--- src/scl_pkg.sv ---
// shared constants and types for the chain link control register bank
package scl_pkg;
   localparam logic [3:0]  ADDR_HOST  = 4'h1;
   localparam logic [3:0]  ADDR_LINK  = 4'h2;
   localparam logic [3:0]  ADDR_TXTHR = 4'h3;
   localparam logic [3:0]  ADDR_RXTHR = 4'h4;
   localparam logic [3:0]  ADDR_DEV   = 4'h5;
   localparam logic [15:0] RST_HOST   = 16'h00a0;
   localparam logic [15:0] RST_LINK   = 16'h0000;
   localparam logic [15:0] RST_TXTHR  = 16'h01ff;
   localparam logic [15:0] RST_RXTHR  = 16'h00ff;
   localparam logic [15:0] RST_DEV    = 16'h0000;
   localparam int WDT_LO   = 12;
   localparam int WDT_HI   = 13;
   localparam int CRC_BIT  = 2;
   localparam int SDO_BIT  = 1;
   localparam int ACK_BIT  = 0;
   localparam int SS_LO    = 8;
   localparam int SS_HI    = 9;
   localparam int RATE_LO  = 0;
   localparam int RATE_HI  = 3;
   localparam int FLUSH_BIT = 15;
   localparam int TXTHR_HI = 8;
   localparam int RXTHR_HI = 7;
   localparam int FORCE_BIT = 2;
   localparam int EXIT_BIT  = 0;
   localparam logic [1:0]  WDT_OFF   = 2'h3;
   localparam logic [15:0] CRC_INIT_FALSE  = 16'hffff;
   localparam logic [15:0] CRC_INIT_XMODEM = 16'h0000;
   localparam int CLK_HZ   = 25000000;
   localparam int WDT_T0_MS = 40;
   localparam int WDT_T1_MS = 20;
   localparam int WDT_T2_MS = 10;
   localparam int WDT_C0 = WDT_T0_MS * (CLK_HZ / 1000);
   localparam int WDT_C1 = WDT_T1_MS * (CLK_HZ / 1000);
   localparam int WDT_C2 = WDT_T2_MS * (CLK_HZ / 1000);
   localparam int WORD_W   = 16;
   localparam int FIFO_D   = 8;
   localparam logic [3:0]  BIT_LAST = 4'hf;
   typedef struct packed {
      logic [3:0]  addr;
      logic [15:0] data;
   } scl_regwr_s;
   typedef enum logic [1:0] {
      LNK_IDLE  = 2'b01,
      LNK_SHIFT = 2'b10
   } scl_link_e;
endpackage : scl_pkg

--- src/scl_link_control.sv ---
// chain link control registers, host watchdog, fifos and link serializer
`timescale 1ns/1ps
module scl_fifo #(
   parameter int W = 16,
   parameter int D = 8
) (
   input  wire logic                   clk,
   input  wire logic                   rst,
   input  wire logic                   flush,
   input  wire logic                   inValid,
   input  wire logic [W-1:0]           inData,
   output logic                        inReady,
   output logic                        outValid,
   output logic [W-1:0]                outData,
   input  wire logic                   outReady,
   output logic [$clog2(D+1)-1:0]      count
);
   localparam int AW = $clog2(D);
   localparam int CW = $clog2(D + 1);
   logic [W-1:0]  mem [D];
   logic [AW-1:0] wrPtr;
   logic [AW-1:0] rdPtr;
   wire           doPush = inValid && inReady;
   wire           doPop  = outValid && outReady;
   assign inReady  = count != ($clog2(D+1))'(D);
   assign outValid = count != '0;
   assign outData  = mem[rdPtr];
   always_ff @(posedge clk) begin
      if (doPush) begin
         mem[wrPtr] <= inData;
      end
   end
   always_ff @(posedge clk) begin
      if (rst || flush) begin
         wrPtr <= '0;
         rdPtr <= '0;
         count <= '0;
      end else begin
         if (doPush) begin
            wrPtr <= (wrPtr == AW'(D - 1)) ? '0 : wrPtr + AW'(1);
         end
         if (doPop) begin
            rdPtr <= (rdPtr == AW'(D - 1)) ? '0 : rdPtr + AW'(1);
         end
         count <= count + CW'(doPush) - CW'(doPop);
      end
   end
endmodule : scl_fifo

module scl_link_control #(
   parameter int WDT_CYC0 = scl_pkg::WDT_C0,
   parameter int WDT_CYC1 = scl_pkg::WDT_C1,
   parameter int WDT_CYC2 = scl_pkg::WDT_C2,
   parameter int DEPTH    = scl_pkg::FIFO_D
) (
   input  wire logic               mclk,
   input  wire logic               rst,
   input  wire logic               regWrEn,
   input  wire scl_pkg::scl_regwr_s regWr,
   input  wire logic               regRdEn,
   input  wire logic [3:0]         regRdAddr,
   output logic [15:0]             regRdData,
   input  wire logic               csN,
   input  wire logic               sdoData,
   output logic                    sdoOut,
   output logic                    sdoOeN,
   output logic                    hostCrcVariantSel,
   output logic [15:0]             crcInit,
   output logic                    statusAutoReplyEn,
   output logic [1:0]              linkClockSpreadSel,
   output logic [3:0]              linkBitRateSel,
   output logic                    safeState,
   output logic                    regWriteError,
   input  wire logic               statusClear,
   input  wire logic               txWordValid,
   input  wire logic [15:0]        txWord,
   output logic                    txReady,
   input  wire logic               linkClk,
   output logic                    linkDataOut,
   output logic                    linkTxBusy,
   input  wire logic               rxBusy,
   input  wire logic               rxWordValid,
   input  wire logic [15:0]        rxWord,
   output logic                    rxReady,
   input  wire logic               rxPop,
   output logic [15:0]             rxData,
   output logic                    rxDataValid,
   output logic                    dataReadyN
);
   localparam int CW = $clog2(DEPTH + 1);
   logic [15:0]  hostPortControl;
   logic [15:0]  linkControl;
   logic [15:0]  txFifoThreshold;
   logic [15:0]  rxFifoThreshold;
   logic [15:0]  deviceControl;
   logic [2:0]   csSync;
   logic [2:0]   lclkSync;
   logic [31:0]  wdtCnt;
   logic [CW-1:0] txCount;
   logic [CW-1:0] rxCount;
   logic [15:0]  shiftReg;
   logic [3:0]   bitCnt;
   logic         txGo;
   scl_pkg::scl_link_e linkState;
   scl_pkg::scl_link_e next_linkState;

   // decode of the register port
   wire wrHost  = regWrEn && regWr.addr == scl_pkg::ADDR_HOST;
   wire wrLink  = regWrEn && regWr.addr == scl_pkg::ADDR_LINK;
   wire wrTxThr = regWrEn && regWr.addr == scl_pkg::ADDR_TXTHR;
   wire wrRxThr = regWrEn && regWr.addr == scl_pkg::ADDR_RXTHR;
   wire wrDev   = regWrEn && regWr.addr == scl_pkg::ADDR_DEV;
   wire linkBusy   = linkTxBusy || rxBusy;
   wire linkReject = wrLink && linkBusy;
   wire txFlush = wrTxThr && regWr.data[scl_pkg::FLUSH_BIT];
   wire rxFlush = wrRxThr && regWr.data[scl_pkg::FLUSH_BIT];
   wire forceSafe = wrDev && regWr.data[scl_pkg::FORCE_BIT];
   wire exitSafe  = wrDev && regWr.data[scl_pkg::EXIT_BIT];
   // flush bits are actions only, so they are never stored
   wire [15:0] flushMask = 16'h7fff;
   wire [15:0] devMask   = 16'hfffa;

   // watchdog limit from the two-bit select
   wire [1:0] wdtSel = hostPortControl[scl_pkg::WDT_HI:scl_pkg::WDT_LO];
   wire [31:0] wdtLimit = (wdtSel == 2'h0) ? 32'(WDT_CYC0) :
                          (wdtSel == 2'h1) ? 32'(WDT_CYC1) : 32'(WDT_CYC2);
   // any chip select edge counts as host activity
   wire csActivity = csSync[2] != csSync[1];
   wire wdtFire = wdtSel != scl_pkg::WDT_OFF && wdtCnt >= wdtLimit - 32'd1;
   wire csLow = !csSync[1];
   wire lclkRise = lclkSync[1] && !lclkSync[2];

   wire [9:0] txThr = {1'b0, txFifoThreshold[scl_pkg::TXTHR_HI:0]};
   wire [8:0] rxThr = {1'b0, rxFifoThreshold[scl_pkg::RXTHR_HI:0]};
   wire txAbove = 10'(txCount) > txThr;
   // level 0 stands for one word, so data ready drops only from two words on
   wire rxAbove = 9'(rxCount) > rxThr + 9'h001;
   wire txOutValid;
   wire [15:0] txOutData;
   wire txPop = linkState == scl_pkg::LNK_IDLE && txGo && txOutValid;

   wire [15:0] rdMux =
      (regRdAddr == scl_pkg::ADDR_HOST)  ? hostPortControl :
      (regRdAddr == scl_pkg::ADDR_LINK)  ? linkControl :
      (regRdAddr == scl_pkg::ADDR_TXTHR) ? txFifoThreshold :
      (regRdAddr == scl_pkg::ADDR_RXTHR) ? rxFifoThreshold :
      (regRdAddr == scl_pkg::ADDR_DEV)   ? deviceControl : 16'h0000;

   scl_fifo #(.W(scl_pkg::WORD_W), .D(DEPTH)) txFifo (
      .clk      (mclk),
      .rst      (rst),
      .flush    (txFlush),
      .inValid  (txWordValid),
      .inData   (txWord),
      .inReady  (txReady),
      .outValid (txOutValid),
      .outData  (txOutData),
      .outReady (txPop),
      .count    (txCount)
   );

   scl_fifo #(.W(scl_pkg::WORD_W), .D(DEPTH)) rxFifo (
      .clk      (mclk),
      .rst      (rst),
      .flush    (rxFlush),
      .inValid  (rxWordValid),
      .inData   (rxWord),
      .inReady  (rxReady),
      .outValid (rxDataValid),
      .outData  (rxData),
      .outReady (rxPop),
      .count    (rxCount)
   );

   // registers; reserved bits store what is written
   always_ff @(posedge mclk) begin
      if (rst) begin
         hostPortControl <= scl_pkg::RST_HOST;
         linkControl     <= scl_pkg::RST_LINK;
         txFifoThreshold <= scl_pkg::RST_TXTHR;
         rxFifoThreshold <= scl_pkg::RST_RXTHR;
         deviceControl   <= scl_pkg::RST_DEV;
      end else begin
         if (wrHost) hostPortControl <= regWr.data;
         if (wrLink && !linkBusy) linkControl <= regWr.data;
         if (wrTxThr) txFifoThreshold <= regWr.data & flushMask;
         if (wrRxThr) rxFifoThreshold <= regWr.data & flushMask;
         if (wrDev) deviceControl <= regWr.data & devMask;
      end
   end

   always_ff @(posedge mclk) begin
      if (rst) begin
         regRdData <= 16'h0000;
      end else if (regRdEn) begin
         regRdData <= rdMux;
      end
   end

   // pins cross into mclk through two flops
   always_ff @(posedge mclk) begin
      if (rst) begin
         csSync   <= 3'h7;
         lclkSync <= 3'h0;
      end else begin
         csSync   <= {csSync[1:0], csN};
         lclkSync <= {lclkSync[1:0], linkClk};
      end
   end

   always_ff @(posedge mclk) begin
      if (rst || csActivity || wdtFire) begin
         wdtCnt <= 32'h0000_0000;
      end else if (wdtSel != scl_pkg::WDT_OFF) begin
         wdtCnt <= wdtCnt + 32'h0000_0001;
      end
   end

   // force and expiry win over exit in the same cycle
   always_ff @(posedge mclk) begin
      if (rst) begin
         safeState <= 1'b0;
      end else if (wdtFire || forceSafe) begin
         safeState <= 1'b1;
      end else if (exitSafe) begin
         safeState <= 1'b0;
      end
   end

   // a rejected write in the clearing cycle still leaves the flag set
   always_ff @(posedge mclk) begin
      if (rst) begin
         regWriteError <= 1'b0;
      end else if (linkReject) begin
         regWriteError <= 1'b1;
      end else if (statusClear) begin
         regWriteError <= 1'b0;
      end
   end

   always_ff @(posedge mclk) begin
      if (rst) begin
         sdoOut             <= 1'b1;
         sdoOeN             <= 1'b1;
         hostCrcVariantSel  <= 1'b0;
         crcInit            <= scl_pkg::CRC_INIT_FALSE;
         statusAutoReplyEn  <= 1'b1;
         linkClockSpreadSel <= 2'h0;
         linkBitRateSel     <= 4'h0;
         dataReadyN         <= 1'b1;
      end else begin
         sdoOut <= sdoData;
         sdoOeN <= !(csLow && !hostPortControl[scl_pkg::SDO_BIT]);
         hostCrcVariantSel <= hostPortControl[scl_pkg::CRC_BIT];
         crcInit <= hostPortControl[scl_pkg::CRC_BIT] ?
                    scl_pkg::CRC_INIT_XMODEM : scl_pkg::CRC_INIT_FALSE;
         statusAutoReplyEn <= !hostPortControl[scl_pkg::ACK_BIT];
         linkClockSpreadSel <= linkControl[scl_pkg::SS_HI:scl_pkg::SS_LO];
         linkBitRateSel <= linkControl[scl_pkg::RATE_HI:scl_pkg::RATE_LO];
         dataReadyN <= !rxAbove;
      end
   end

   // once started, the burst drains the fifo empty before waiting again
   always_ff @(posedge mclk) begin
      if (rst || txFlush) begin
         txGo <= 1'b0;
      end else if (txAbove) begin
         txGo <= 1'b1;
      end else if (!txOutValid) begin
         txGo <= 1'b0;
      end
   end

   always_comb begin
      next_linkState = linkState;
      unique case (linkState)
         scl_pkg::LNK_IDLE: begin
            if (txPop) next_linkState = scl_pkg::LNK_SHIFT;
         end
         scl_pkg::LNK_SHIFT: begin
            if (lclkRise && bitCnt == scl_pkg::BIT_LAST) begin
               next_linkState = scl_pkg::LNK_IDLE;
            end
         end
         default: next_linkState = scl_pkg::LNK_IDLE;
      endcase
   end

   // msb first, one bit per link clock rising edge
   always_ff @(posedge mclk) begin
      if (rst) begin
         linkState   <= scl_pkg::LNK_IDLE;
         shiftReg    <= 16'h0000;
         bitCnt      <= 4'h0;
         linkDataOut <= 1'b0;
         linkTxBusy  <= 1'b0;
      end else begin
         linkState  <= next_linkState;
         linkTxBusy <= next_linkState == scl_pkg::LNK_SHIFT;
         if (txPop) begin
            shiftReg <= txOutData;
            bitCnt   <= 4'h0;
         end else if (linkState == scl_pkg::LNK_SHIFT && lclkRise) begin
            linkDataOut <= shiftReg[15];
            shiftReg    <= {shiftReg[14:0], 1'b0};
            bitCnt      <= bitCnt + 4'h1;
         end
      end
   end

   AST_WDT_OFF: assert property (@(posedge mclk) disable iff (rst)
      (wdtSel == scl_pkg::WDT_OFF && !forceSafe) |=> !$rose(safeState))
      else $error("safe state entered with watchdog disabled");
   AST_WDT_SAFE: assert property (@(posedge mclk) disable iff (rst)
      wdtFire |=> safeState)
      else $error("watchdog expiry did not enter safe state");
   AST_CRC_SEL: assert property (@(posedge mclk) disable iff (rst)
      ##1 crcInit == ($past(hostPortControl[scl_pkg::CRC_BIT]) ?
                      scl_pkg::CRC_INIT_XMODEM : scl_pkg::CRC_INIT_FALSE))
      else $error("crc init does not follow selector");
   AST_SDO_HIZ: assert property (@(posedge mclk) disable iff (rst)
      hostPortControl[scl_pkg::SDO_BIT] |=> sdoOeN)
      else $error("output driven while disabled");
   AST_SDO_DRV: assert property (@(posedge mclk) disable iff (rst)
      (!hostPortControl[scl_pkg::SDO_BIT] && csLow) |=> !sdoOeN)
      else $error("output not driven while selected");
   AST_ACK: assert property (@(posedge mclk) disable iff (rst)
      hostPortControl[scl_pkg::ACK_BIT] |=> !statusAutoReplyEn)
      else $error("auto-reply not suppressed");
   AST_TX_FLUSH: assert property (@(posedge mclk) disable iff (rst)
      txFlush |=> txCount == '0 && txFifoThreshold[scl_pkg::FLUSH_BIT] == 1'b0)
      else $error("tx fifo not flushed");
   AST_TX_START: assert property (@(posedge mclk) disable iff (rst)
      (txAbove && linkState == scl_pkg::LNK_IDLE && !txFlush) |=> ##1 linkTxBusy)
      else $error("tx did not start at threshold");
   AST_RX_FLUSH: assert property (@(posedge mclk) disable iff (rst)
      rxFlush |=> rxCount == '0)
      else $error("rx fifo not flushed");
   AST_DATA_READY_PIN: assert property (@(posedge mclk) disable iff (rst)
      rxAbove |=> !dataReadyN)
      else $error("data ready not low above threshold");
   AST_REJECT: assert property (@(posedge mclk) disable iff (rst)
      linkReject |=> regWriteError && $stable(linkControl))
      else $error("busy link_control write not refused");
endmodule : scl_link_control

--- config.mk ---
export PLATFORM = sky130hd
export DESIGN_NAME = scl_link_control
export DESIGN_NICKNAME = d
export VERILOG_FILES = /design/src/scl_pkg.sv /design/src/scl_link_control.sv
export SDC_FILE = /design/constraint.sdc
export NUM_CORES = 1
export LEC_CHECK = 0
export ABC_AREA = 1
export BUFFER_PORTS_ARGS = -buffer_cell sky130_fd_sc_hd__buf_2
export CAP_MARGIN = 10
export CORE_MARGIN = 10
export CORE_UTILIZATION = 25
export CTS_BUF_LIST = sky130_fd_sc_hd__clkbuf_16
export CTS_CLUSTER_SIZE = 14
export DETAILED_ROUTE_END_ITERATION = 12
export GPL_TIMING_DRIVEN = 0
export MAX_ROUTING_LAYER = met4
export PLACE_DENSITY = 0.37
export SYNTH_ARGS = -nofsm -noshare
export SYNTH_HDL_FRONTEND = slang
export SYNTH_HIERARCHICAL = 1
export SYNTH_SLANG_ARGS = --single-unit
--- constraint.sdc ---
create_clock -name mclk -period 2.8 [get_ports mclk]
set_clock_uncertainty 0.2 [all_clocks]
set_input_delay 0.84 -clock mclk [delete_from_list [all_inputs] [get_ports mclk]]
set_output_delay 0.84 -clock mclk [all_outputs]
set_load 0.02 [all_outputs]
Word level (Yosys, flattened, before mapping)
Memories as Yosys holds them, arrays and structs flattened. A register that Yosys moved wholly into a read port is not among the register bits.
Cells that the tools add are included.
- add/sub/neg operators: 12
- magnitude comparators: 3
- equal/unequal tests: 24
- mux-type cells: 31
- bitwise gates (word level): 1
- reductions and logical operators: 43
- operator list (kind ; number):
    $mux 16 ; 8
    $add 32x1->32 const B ; 1
    $ge 32x32->1 ; 1
    $mux 3 ; 8
    $logic_and 1x1->1 ; 22
    $sub 20x1->21 const B ; 1
    $mux 20 ; 1
    $mux 19 ; 1
    $gt 4x9->1 ; 2
    $eq 4x2->1 const B ; 4
    $eq 4x3->1 const B ; 4
    $add 3x1->3 const B ; 4
    $eq 3x3->1 const B ; 4
    $mux 1 ; 10
    $add 8x1->9 const B ; 1
    $add 4x1->4 ; 2
    $eq 4x1->1 const B ; 2
    $ne 4x4->1 const B ; 2
    $reduce_bool 4->1 ; 2
    $sub 4x1->4 ; 2
    $logic_not 1->1 ; 7
    $logic_or 1x1->1 ; 6
    $reduce_bool 2->1 ; 3
    $add 4x1->4 const B ; 1
    other kinds (11) ; 15
- register bits: 204
- bits in writable memories: 256
- input bits: 68
- memories kept: 2
- memories (name ; depth ; bits a word ; read ports ; clocked after Yosys merged registers in ; write ports ; RTL line ; source):
    rxFifo.mem ; 8 ; 16 ; 1 ; 1 ; 1 ; scl_link_control.sv:20 ; logic [W-1:0] mem [D];
    txFifo.mem ; 8 ; 16 ; 1 ; 1 ; 1 ; scl_link_control.sv:20 ;

Depth between registers and ports, before layout
Gate-level depths: netlist of run 1.
- depth after elaboration: 8
- depth in mapped cells: 16

Modules after synthesis
The synthesis of run 1 kept the hierarchy.
- modules (own cells, without submodules) (module ; times used ; cells each ; area an instance (um^2)):
    scl_link_control ; 1 ; 1130 ; 7960.1
    scl_fifo (txFifo) ; 1 ; 646 ; 6334.8
    scl_fifo (rxFifo) ; 1 ; 646 ; 6296.0

Least setup slack after synthesis of run 1
OpenSTA, ideal clock, no wires.
- path kind: reg2reg
- from: register txFifo.count[2]
- to: register txFifo.count[1]
- arrival: 2649 ps
- data required time: 2488 ps
- slack: -161 ps
- stages on the path, launching flop included: 16
- path buffers: 1
- clock period less this slack: 2961 ps
- cells stage by stage: dfxtp_1 inv_1 ha_1 nand2_1 nand2_1 inv_1 nand2_1 inv_2 clkbuf_1 a21boi_1 ha_1 inv_1 ha_1 fa_1 inv_1 nor2_1
- cells in the longest elaborated chain, start to end: 4
- elaborated cells between the ends (all ways): 7
- classes of those cells: add/sub: 2; eq/ne: 1; reduce/logical: 4
- RTL lines (what ; RTL line ; source):
    start, declared ; scl_link_control.sv:16 ; output logic [$clog2(D+1)-1:0] count
    start signal, assigned ; scl_link_control.sv:45 ; count <= count + CW'(doPush) - CW'(doPop);
    $reduce_bool 4->1 ; scl_link_control.sv:26 ; assign outValid = count != '0;
    via txOutValid ; scl_link_control.sv:138 ; wire txOutValid;
    $logic_and 1x1->1 ; scl_link_control.sv:140 ; wire txPop = linkState == scl_pkg::LNK_IDLE && txGo && txOutValid;
    via txPop ; scl_link_control.sv:140 ;
    $logic_and 1x1->1 ; scl_link_control.sv:24 ; wire doPop = outValid && outReady;
    $sub 4x1->4 ; scl_link_control.sv:45 ;
The timed path passes the listed nets, and every way through them passes these cells.
A chain may end at the register's enable or synchronous reset.

==> results of run 1 <==
per-layer routing:
| metal | vias to the layer above | track usage |
|---|---|---|
| met3 | 79 | 0.0236 |
| met1 | 7493 | 0.177 |
| met5 | - | - |
| met2 | 331 | 0.220 |
| li1 | 8121 | - |
| met4 | 0 | 0.0328 |
path summary, 6_finish.rpt:
kind                        start               to
setup / recovery         register        rxData[7]
hold / removal        lclkSync[0]      lclkSync[1]
setup reg to reg  txFifo/count[2]  txFifo/count[2]
hold reg to reg       lclkSync[0]      lclkSync[1]
power groups by stage:
| stage | Clock, mW | Combinational [mW] | Sequential, mW |
|---|---|---|---|
| 6_report | 6.67 | 4.20 | 7.55 |
| 3_5_place_dp | 0 | 3.29 | 7.69 |
| 5_1_grt | 7.22 | 4.65 | 7.59 |
| 4_1_cts | 6.93 | 3.81 | 7.55 |
| 2_1_floorplan | 0 | 2.01 | 7.66 |
| 3_3_place_gp | 0 | 3.14 | 7.70 |
final cells by class:
| cell class | count | area, sq um | area share |
|---|---|---|---|
| sequential | 451 | 11600 | 0.454 |
| multi-input combinational | 1460 | 7330 | 0.287 |
| inverter | 403 | 1530 | 0.0599 |
| clock buffer | 55 | 1380 | 0.0539 |
| tap | 1070 | 1340 | 0.0524 |
| timing repair buffer | 170 | 1290 | 0.0505 |
| buffer | 107 | 779 | 0.0305 |
| clock inverter | 45 | 284 | 0.0111 |
| timing repair inverter | 1 | 3.75 | 0.000147 |
| antenna | 1 | 2.50 | 0.0000980 |
sequential cells by signal, indices dropped and copies added (netlist names), 15 cells and up, named ones only:
signal / cells
txFifoThreshold: 15
regRdData: 16
wdtCnt: 32
shiftReg: 16
linkControl: 16
rxFifoThreshold: 15
hostPortControl: 16
rxFifo/mem: 128
txFifo/mem: 128
logic make-up (layout without fill, tap and decap cells):
kind of cell    after synthesis  after routing  synth area share
mux                           1              1          0.000486
fa+ha+maj                    46             46            0.0287
other cells                   0              1                 0
xor+xnor                     24             24            0.0102
simple gates               1186           1186             0.240
compound gates              203            203            0.0521
flops                       451            451             0.563
buf+inv                     511            781             0.106
repair_timing:
item                                    CTS  global route
buffers inserted                          6             1
cloned                                    2             6
pin swaps                                 4            71
endpoints found under the setup margin   20            49
gates resized for setup                  93           105
worst reg2reg max path, delay by kind of cell, from the launching register on:
family	cells	cell delay, ns
flops	1	0.32
simple gates	4	0.37
compound gates	1	0.14
fa+ha+maj	4	1.04
xor+xnor	1	0.15
buf+inv	4	0.28
cells in the mapped netlist, types with 9 or more instances:
master and n:
a21oi_1 91, a31oi_1 15, buf_2 36, buf_4 26
buf_6 15, clkbuf_1 30, dfxtp_1 195, edfxtp_1 256
ha_1 44, inv_1 396, nand2_1 700, nand3_1 204
nand3b_1 9, nand4_1 11, nor2_1 204, nor3_1 25
o21ai_0 76, xnor2_1 10, xor2_1 14
through the flow:
step / hold WS [ns] / cell area [sq um] / std cells / setup TNS, ns
3_3_place_gp: 0.200 / 22600 / 3624 / -369.47
3_5_place_dp: 0.200 / 22900 / 3648 / -10.15
6_report: 0.203 / 25500 / 3763 / -1.67
4_1_cts: 0.173 / 25000 / 3755 / -1.96
5_1_grt: 0.194 / 25500 / 3763 / -3.14
2_1_floorplan: 0.180 / 20600 / 2422 / 0
==> flow_summary.yaml, run 1 <==
setup_path:
  worstSetupEndpointType: "output pin"
  timing.critical_path.buf_inv: 4
  cpMostUsedCell: "nand2_2"
  path_delay_family: "buffers and inverters"
  rr_worst_depth: 14
  sequence_of_cells_on_the_critical_path: "buf_6, buf_12, clkbuf_16, nand2_1, nand3_1, nand2_2, nand2_2, nand2_2, buf_6"
  worstSetupStartpointType: "register"
  cp.arrival_ns: 1.89
  crit_path_max_incr_delay_ns: 0.35
  regToRegSetupSlack_ns: 0.19
  worst-endpoint-required_ns: 1.76
  critPathKind: "register to output pin"
  cpMaxStageDelayCell: "dfxtp_4"
  critical_path_cell_count: 9
  timing.critical_path.fanout_max: 6
pwr:
  p_leak_nw: 11.1
  power_frac_seq: 0.410
  combinationalPowerShare: 0.228
  net_switching_power_figure_mw: 5.54
  post-layout-total-power_mw: 18.4
  sw_frac_of_total: 0.300
  peakVddDrop_v: 0.000407
  clock_power_share: 0.362
  power.density_mw_per_mm2: 722
  internal_power_component_mw: 12.9
global_routing:
  grt_antenna_before_repair: 1
  number_of_global_route_vias_before_repair: 15800
  globalRouteTotalUtil: 0.137
  grt_start_max_net_pins: 17
  grt_first_pass_wirelength_um: 96200
  grt_overflow: 0
timing:
  final.period_utilization: 1.05
  slew_headroom: 0.335
  finalMaxSlewViolations: 0
  worst-slew-pin-transition_ns: 0.992
  grt_setup_unrepaired: "yes"
  maxClockFrequency_mhz: 342
  fin_ws_ns: -0.128
  final_period_minus_worst_setup_slack_ns: 2.93
  report.final.setup_viol: 16
  final_hold_viol_count: 0
clock_tree:
  cts_tree: "done"
  cts-hold-fix-buffers: 0
  htreeDepth: 2
  cts_root_buf: "clkbuf_16"
  numClockSinks: 451
  maximum_clock_insertion_buffer_count: 3
  cts_buffers: 55
  clk_latency_ns: 0.61
  cts.clk_slew.worst_paths_ns: 0.05
routing:
  wl_met2_um: 29600
  detail-route-antenna-nets: 0
  route.layer.met1.wl_um: 30400
  vias: 16000
  mean_routed_wirelength_per_cell_um: 17.0
  drt_pass1_iterations: 5
  drt_first_iter_violations: 942
  routed_wl_um: 64000
  top_layer_used: "met4"
  total_drc_errors_in_the_routed_layout: 0
  dr_vias_cell: 4.26
  routed-wl-met3_um: 2700
synth:
  netlist.top_cell.by_area: "edfxtp_1"
  synth.yosys.seq_area_share: 0.563
  postSynth.topFlopCell: "edfxtp_1"
  syn_nets: 2536
  synthesis.area_sq_mm: 0.0206
  post_synth_num_cell_types: 42
  synth_top_cells_by_area: "edfxtp_1, dfxtp_1, nand2_1, inv_1, nand3_1"
  syn_area_per_cell_sq_um: 8.50
  yosys_warnings: 6
  synth-edff-count: 256
  postSynthRegisterBits: 451
  synth_cells: 2422
  async_reset_ff_frac: 0
  synthDominantCellAreaShare: 0.373
floorplanning:
  die_x_um: 307
  die_footprint_sq_mm: 0.0942
  die_height_um: 307
  core.rowCount: 105
  start_util: 0.252
  num_io_pins: 134
  core-area_sq_mm: 0.0818
status:
  status: "finished, violations left"
  violations_in_the_final_reports: "setup timing"
cells_and_area:
  fin_util: 0.312
  syn2layout_area_growth_pct: 24.0
  nFillCells: 8628
  layout_cells_sized_above_1: 0.176
  mostFrequentLayoutCell: "nand2_1"
  mostFrequentLayoutCells: "nand2_1, inv_1, edfxtp_1"
  design.final.nets: 2763
placement:
  numPortBuffers: 132
  routabilityCongestion: 0.799
  dp_hpwl_um: 45700
  place_ws_ns: -0.512
worst_hold_path:
  timing.hold.worst_path_depth: 2
  hold_class: "register to register"
job:
  timing.max_cap.violations: 0
Note: power is estimated with default switching activity, not from simulation.
==> inputs of run 2 (changes only) <==
- ABC_AREA: 1 -> unset
- RECOVER_POWER: unset -> 25
==> run 2 against run 1 <==
- the run still ends with setup timing left
- sequential share of layout area up 4.8 points
- final area fell by 9.5%
- sequential power decreased by 1%
- register-to-register slack worse by 0.04 ns
- synthesized cell count fell by 41%
- critical endpoint is now rxData[1]
- clock power about the same
- combinational power is 42% lower
==> flow_summary.yaml, run 2 <==
synth:
  synth_top_cells_by_area: "edfxtp_1, dfxtp_1, mux4_1, nand2_1, ha_1"
  synthMostInstantiatedCell: "edfxtp_1"
  syn_area_per_cell_sq_um: 13.2
  synthesis.area_sq_mm: 0.0188
  synth.yosys.seq_area_share: 0.615
  async_reset_ff_frac: 0
  post_synth_num_cell_types: 62
  syn_nets: 1538
  netlist.top_cell.by_area: "edfxtp_1"
  synth-edff-count: 256
  synthDominantCellAreaShare: 0.408
  postSynthRegisterBits: 451
  postSynth.topFlopCell: "edfxtp_1"
  synth_cells: 1424
  yosys_warnings: 6
  ys_top_cells_by_count: "edfxtp_1, dfxtp_1, nand2_1"
floorplanning:
  die_x_um: 295
  die_footprint_sq_mm: 0.0868
  num_io_pins: 134
  core-area_sq_mm: 0.0746
  start_util: 0.253
  core.rowCount: 100
  die_height_um: 295
routing:
  drt_first_iter_violations: 715
  vias: 12000
  routed_wl_um: 53000
  mean_routed_wirelength_per_cell_um: 19.9
  dr_vias_cell: 4.51
  drt_pass1_iterations: 5
  detail-route-antenna-nets: 0
  total_drc_errors_in_the_routed_layout: 0
timing:
  grt_setup_unrepaired: "yes"
  report.final.setup_viol: 16
  maxClockFrequency_mhz: 307
  final.period_utilization: 1.16
  final_hold_viol_count: 0
  slew_headroom: 0.274
  worst-slew-pin-transition_ns: 1.08
  finalMaxSlewViolations: 0
  fin_ws_ns: -0.455
  final_period_minus_worst_setup_slack_ns: 3.26
global_routing:
  grt_antenna_before_repair: 10
  grt_overflow: 0
  globalRouteTotalUtil: 0.124
  grt_start_max_net_pins: 17
  grt_first_pass_wirelength_um: 79800
  number_of_global_route_vias_before_repair: 12200
clock_tree:
  clk_latency_ns: 0.60
  cts.clk_slew.worst_paths_ns: 0.06
  cts_root_buf: "clkbuf_16"
  numClockSinks: 451
  cts_tree: "done"
  cts_buffers: 54
  htreeDepth: 2
  maximum_clock_insertion_buffer_count: 3
  cts-hold-fix-buffers: 0
cells_and_area:
  multi_input_area_sq_mm: 0.00675
  mostFrequentLayoutCells: "edfxtp_1, dfxtp_1, nand2_1"
  mostFrequentLayoutCell: "edfxtp_1"
  area.sequential_sq_mm: 0.0116
  layout_cells_sized_above_1: 0.224
  design.final.nets: 1757
  nFillCells: 7569
  biggestRegsByFlops: "rxFifo/mem: 128 flops, txFifo/mem: 128 flops, wdtCnt: 32 flops"
  fin_util: 0.310
  syn2layout_area_growth_pct: 22.6
job:
  timing.max_cap.violations: 0
status:
  status: "finished, violations left"
  violations_in_the_final_reports: "setup timing"
setup_path:
  timing.critical_path.fanout_max: 7
  cpMaxStageDelayCell: "mux4_2"
  crit_path_max_incr_delay_ns: 0.52
  worst-endpoint-required_ns: 1.76
  worstSetupStartpointType: "register"
  worstSetupEndpointType: "output pin"
  cp.arrival_ns: 2.22
  sequence_of_cells_on_the_critical_path: "buf_12, buf_16, mux4_2, mux2_4, buf_6"
  regToRegSetupSlack_ns: 0.15
  critPathKind: "register to output pin"
  path_delay_family: "multiplexers"
  timing.critical_path.buf_inv: 3
pwr:
  power_frac_seq: 0.451
  net_switching_power_figure_mw: 4.22
  clock_power_share: 0.401
  power.density_mw_per_mm2: 718
  sw_frac_of_total: 0.255
  combinationalPowerShare: 0.148
  internal_power_component_mw: 12.4
  p_leak_nw: 8.24
  peakVddDrop_v: 0.000412
placement:
  dp_hpwl_um: 37400
  place_ws_ns: -0.947
  routabilityCongestion: 0.755
  numPortBuffers: 132
worst_hold_path:
  hold_class: "primary input to register"
-- run 2: changes by cell type in the layout (fill, tap and decap cells not counted), sizes merged, moves of 21 or more --
cell | before | now
nand2 | 709 | 186
mux2i | 1 | 52
a21oi | 91 | 70
mux4 | 0 | 64
o21ai | 83 | 13
nand3 | 204 | 33
inv | 419 | 51
mux2 | 0 | 32
nor2 | 218 | 104
buf | 242 | 182
clkbuf | 90 | 130
-- run 2: path summary, 6_finish.rpt --
check / startpoint / endpoint / depth (start not counted)
setup / recovery: register / rxData[1] / 5
hold / removal: sdoData / sdoOut / 2
setup reg to reg: txFifo/count[2] / txFifo/count[2] / 12
hold reg to reg: csSync[0] / csSync[1] / 1
-- run 2: timing repair --
item                                    in CTS  in global routing
endpoints found under the hold margin        0                  0
pin swaps                                    2                  0
endpoints found under the setup margin      70                 65
gates resized for setup                    101                 36
cloned                                       2                  1
buffers inserted                             6                  1
-- run 2: per-layer routing --
metal / track usage / share of wire / vias to the layer above
li1: - / - / 5725
met3: 0.0250 / 0.045 / 64
met1: 0.170 / 0.48 / 6040
met5: - / 0 / -
met4: 0.0320 / 0.017 / 0
met2: 0.186 / 0.45 / 199
-- run 2: cell type report --
class                      instances  area share
sequential                       451       0.502
antenna                            8    0.000866
clock buffer                      56      0.0606
timing repair buffer             166      0.0507
inverter                          32     0.00585
clock inverter                    45      0.0121
multi-input combinational        848       0.292
buffer                            90      0.0236
tap                              969      0.0525
-- run 2: kinds of logic (layout without fill, tap and decap cells) --
| group | count (synthesis) | after routing | share of synthesized area |
|---|---|---|---|
| simple gates | 466 | 466 | 0.119 |
| flops | 451 | 451 | 0.615 |
| compound gates | 149 | 149 | 0.0493 |
| mux | 148 | 148 | 0.134 |
| buf+inv | 125 | 389 | 0.0323 |
| fa+ha+maj | 46 | 46 | 0.0313 |
| xor+xnor | 39 | 39 | 0.0181 |
| other cells | 0 | 8 | 0 |
-- run 2: metrics by stage --
stage                     power, mW  cells  TNS [ns]  cell area, sq um  hold WS [ns]
after global placement         9.62   2525   -320.52             20800         0.227
after global routing           17.3   2665     -7.76             23100         0.200
final                          16.6   2665     -6.79             23100         0.222
after CTS                      16.8   2656     -7.96             23000         0.176
after floorplan                8.86   1424         0             18900         0.184
after detailed placement       9.72   2549    -50.03             21100         0.217
-- run 2: worst register-to-register path, cell delays in order, from the launching register on --
cell      delay (ns)
dfxtp_2         0.33
inv_2           0.06
ha_1            0.13
or3b_4          0.43
nand3_4         0.12
clkinv_8        0.05
and2_4          0.15
ha_1            0.26
inv_1           0.04
ha_1            0.20
fa_2            0.35
xnor2_1         0.16
nor3_1          0.06
-- run 2: power groups by stage --
stage	Combinational [mW]	Sequential, mW	Clock, mW
2_1_floorplan	1.30	7.57	0
3_3_place_gp	2.02	7.60	0
3_5_place_dp	2.12	7.60	0
4_1_cts	2.43	7.47	6.91
5_1_grt	2.66	7.50	7.16
6_report	2.45	7.47	6.65
==> inputs of run 3 (changes only) <==
- CORE_UTILIZATION: 25 -> 37
- PLACE_DENSITY: 0.37 -> 0.51
==> run 3 against run 2 <==
- critical endpoint is now rxData[2]
- largest power group unchanged
- register-to-register slack hardly changed
- largest cell class unchanged
- final area is 2.3% lower
- the flow still finishes with violations (setup timing)
- hold slack worse by 0.0099 ns
- clock power is 7.7% lower
- sequential share of layout area is 1.2 points higher
- total power is 3.0% lower
- combinational power hardly changed
- non-clock buffer count is 2 lower
- critical path type unchanged
- die area is 30% lower
==> flow_summary.yaml, run 3 (synthesis gave the netlist of run 2 again) <==
status:
  status: "finished, violations left"
  violations_in_the_final_reports: "setup timing"
timing:
  worst-slew-pin-transition_ns: 1.05
  final.hold.worst_slack_ns: 0.212
  slew_headroom: 0.296
  final.period_utilization: 1.17
  report.final.setup_viol: 16
  finalMaxSlewViolations: 0
  final_period_minus_worst_setup_slack_ns: 3.27
  grt_setup_unrepaired: "yes"
  maxClockFrequency_mhz: 306
  final_hold_viol_count: 0
  fin_ws_ns: -0.470
routing:
  total_drc_errors_in_the_routed_layout: 0
  routed_wl_um: 46600
  mean_routed_wirelength_per_cell_um: 19.8
  dr_vias_cell: 5.06
  drt_first_iter_violations: 762
  vias: 11900
  detail-route-antenna-nets: 0
  drt_pass1_iterations: 7
placement:
  place_ws_ns: -0.717
  routabilityCongestion: 0.809
  numPortBuffers: 132
  dp_hpwl_um: 32400
setup_path:
  timing.critical_path.fanout_max: 6
  critPathKind: "register to output pin"
  crit_path_max_incr_delay_ns: 0.49
  cp.arrival_ns: 2.23
  sequence_of_cells_on_the_critical_path: "buf_12, buf_12, buf_16, mux4_2, mux2_4, buf_6"
  worstSetupStartpointType: "register"
  cpMostUsedCell: "buf_12"
  worstSetupEndpointType: "output pin"
  cpMaxStageDelayCell: "mux4_2"
  worst-endpoint-required_ns: 1.76
pwr:
  power.density_mw_per_mm2: 712
  peakVddDrop_v: 0.000482
  p_leak_nw: 8.14
  post-layout-total-power_mw: 16.1
clock_tree:
  numClockSinks: 451
  htreeDepth: 2
  clk_latency_ns: 0.60
  cts-hold-fix-buffers: 0
  cts_tree: "done"
  cts.clk_slew.worst_paths_ns: 0.06
  maximum_clock_insertion_buffer_count: 3
  cts_buffers: 49
  cts_root_buf: "clkbuf_16"
cells_and_area:
  design.final.nets: 1750
  syn2layout_area_growth_pct: 19.8
  mostFrequentLayoutCells: "edfxtp_1, dfxtp_1, nand2_1"
  mostFrequentLayoutCell: "edfxtp_1"
  layout_cells_sized_above_1: 0.220
  biggestRegsByFlops: "rxFifo/mem: 128 flops, txFifo/mem: 128 flops, wdtCnt: 32 flops"
  fin_util: 0.449
global_routing:
  grt_first_pass_wirelength_um: 71700
  globalRouteTotalUtil: 0.157
  grt_antenna_before_repair: 3
  number_of_global_route_vias_before_repair: 12000
  grt_overflow: 0
  grt_start_max_net_pins: 17
floorplanning:
  die_footprint_sq_mm: 0.0604
  core-area_sq_mm: 0.0503
  start_util: 0.375
  die_height_um: 246
  core.rowCount: 82
  die_x_um: 246
  num_io_pins: 134
job:
  timing.max_cap.violations: 0
worst_hold_path:
  hold_class: "register to register"
-- run 3: cell count changes in the layout (fill, tap and decap cells not counted), sizes merged --
| cell | delta |
|---|---|
| clkinv | +2 |
| inv | -8 |
| clkbuf | -9 |
| diode | -5 |
| clkinvlp | +1 |
-- run 3: stage by stage --
step / TNS [ns] / std cells / instance area (sq um)
global route: -8.05 / 2349 / 22600
CTS: -7.65 / 2343 / 22500
global placement: -258.32 / 2228 / 20400
floorplan: 0 / 1424 / 18900
finish: -6.83 / 2349 / 22600
detailed placement: -27.00 / 2246 / 20700
-- run 3: path summary, 6_finish.rpt --
path,from,slack (ns),cells past startpoint,to
min,csSync[0],0.21,1,csSync[1]
max reg2reg,rxFifo/count[2],0.15,6,rxFifo/mem[1][9]
min reg2reg,csSync[0],0.21,1,csSync[1]
max,register,-0.47,6,rxData[2]
-- run 3: per-layer routing --
| metal | GRT usage | routed length [um] | vias up |
|---|---|---|---|
| met5 | - | 0 | - |
| met4 | 0.0394 | 846 | 0 |
| met3 | 0.0308 | 2180 | 60 |
| met2 | 0.243 | 21800 | 208 |
| met1 | 0.210 | 21800 | 5927 |
| li1 | - | - | 5691 |
-- run 3: worst max-delay path, delay by kind of cell, from the launching register on --
| kind | cells | cell delay [ns] |
|---|---|---|
| muxes | 2 | 0.78 |
| buffers and inverters | 4 | 0.53 |
| DFF | 1 | 0.34 |
-- run 3: layout make-up --
class / count / area [sq um]
clock buffers: 49 / 1230
flip-flops and latches: 451 / 11600
diodes: 3 / 7.51
multi-input cells: 848 / 6760
well taps: 672 / 841
inverters: 32 / 128
repair buffers: 164 / 1150
plain buffers: 90 / 541
clock inverters: 40 / 307
fillers: 4605 / 27700
-- run 3: power breakdown --
| group | leakage (nW) | internal (mW) | switching, mW |
|---|---|---|---|
| clock network | 0.793 | 3.48 | 2.66 |
| registers | 3.91 | 7.32 | 0.153 |
| logic | 3.44 | 1.21 | 1.26 |
| total | 8.14 | 12.0 | 4.07 |
-- run 3: timing repair --
item | in CTS | in global routing
setup endpoints to repair | 63 | 69
gates resized for setup | 104 | 22
buffers inserted | 8 | 4
cloned | 3 | 0
pin swaps | 1 | 1
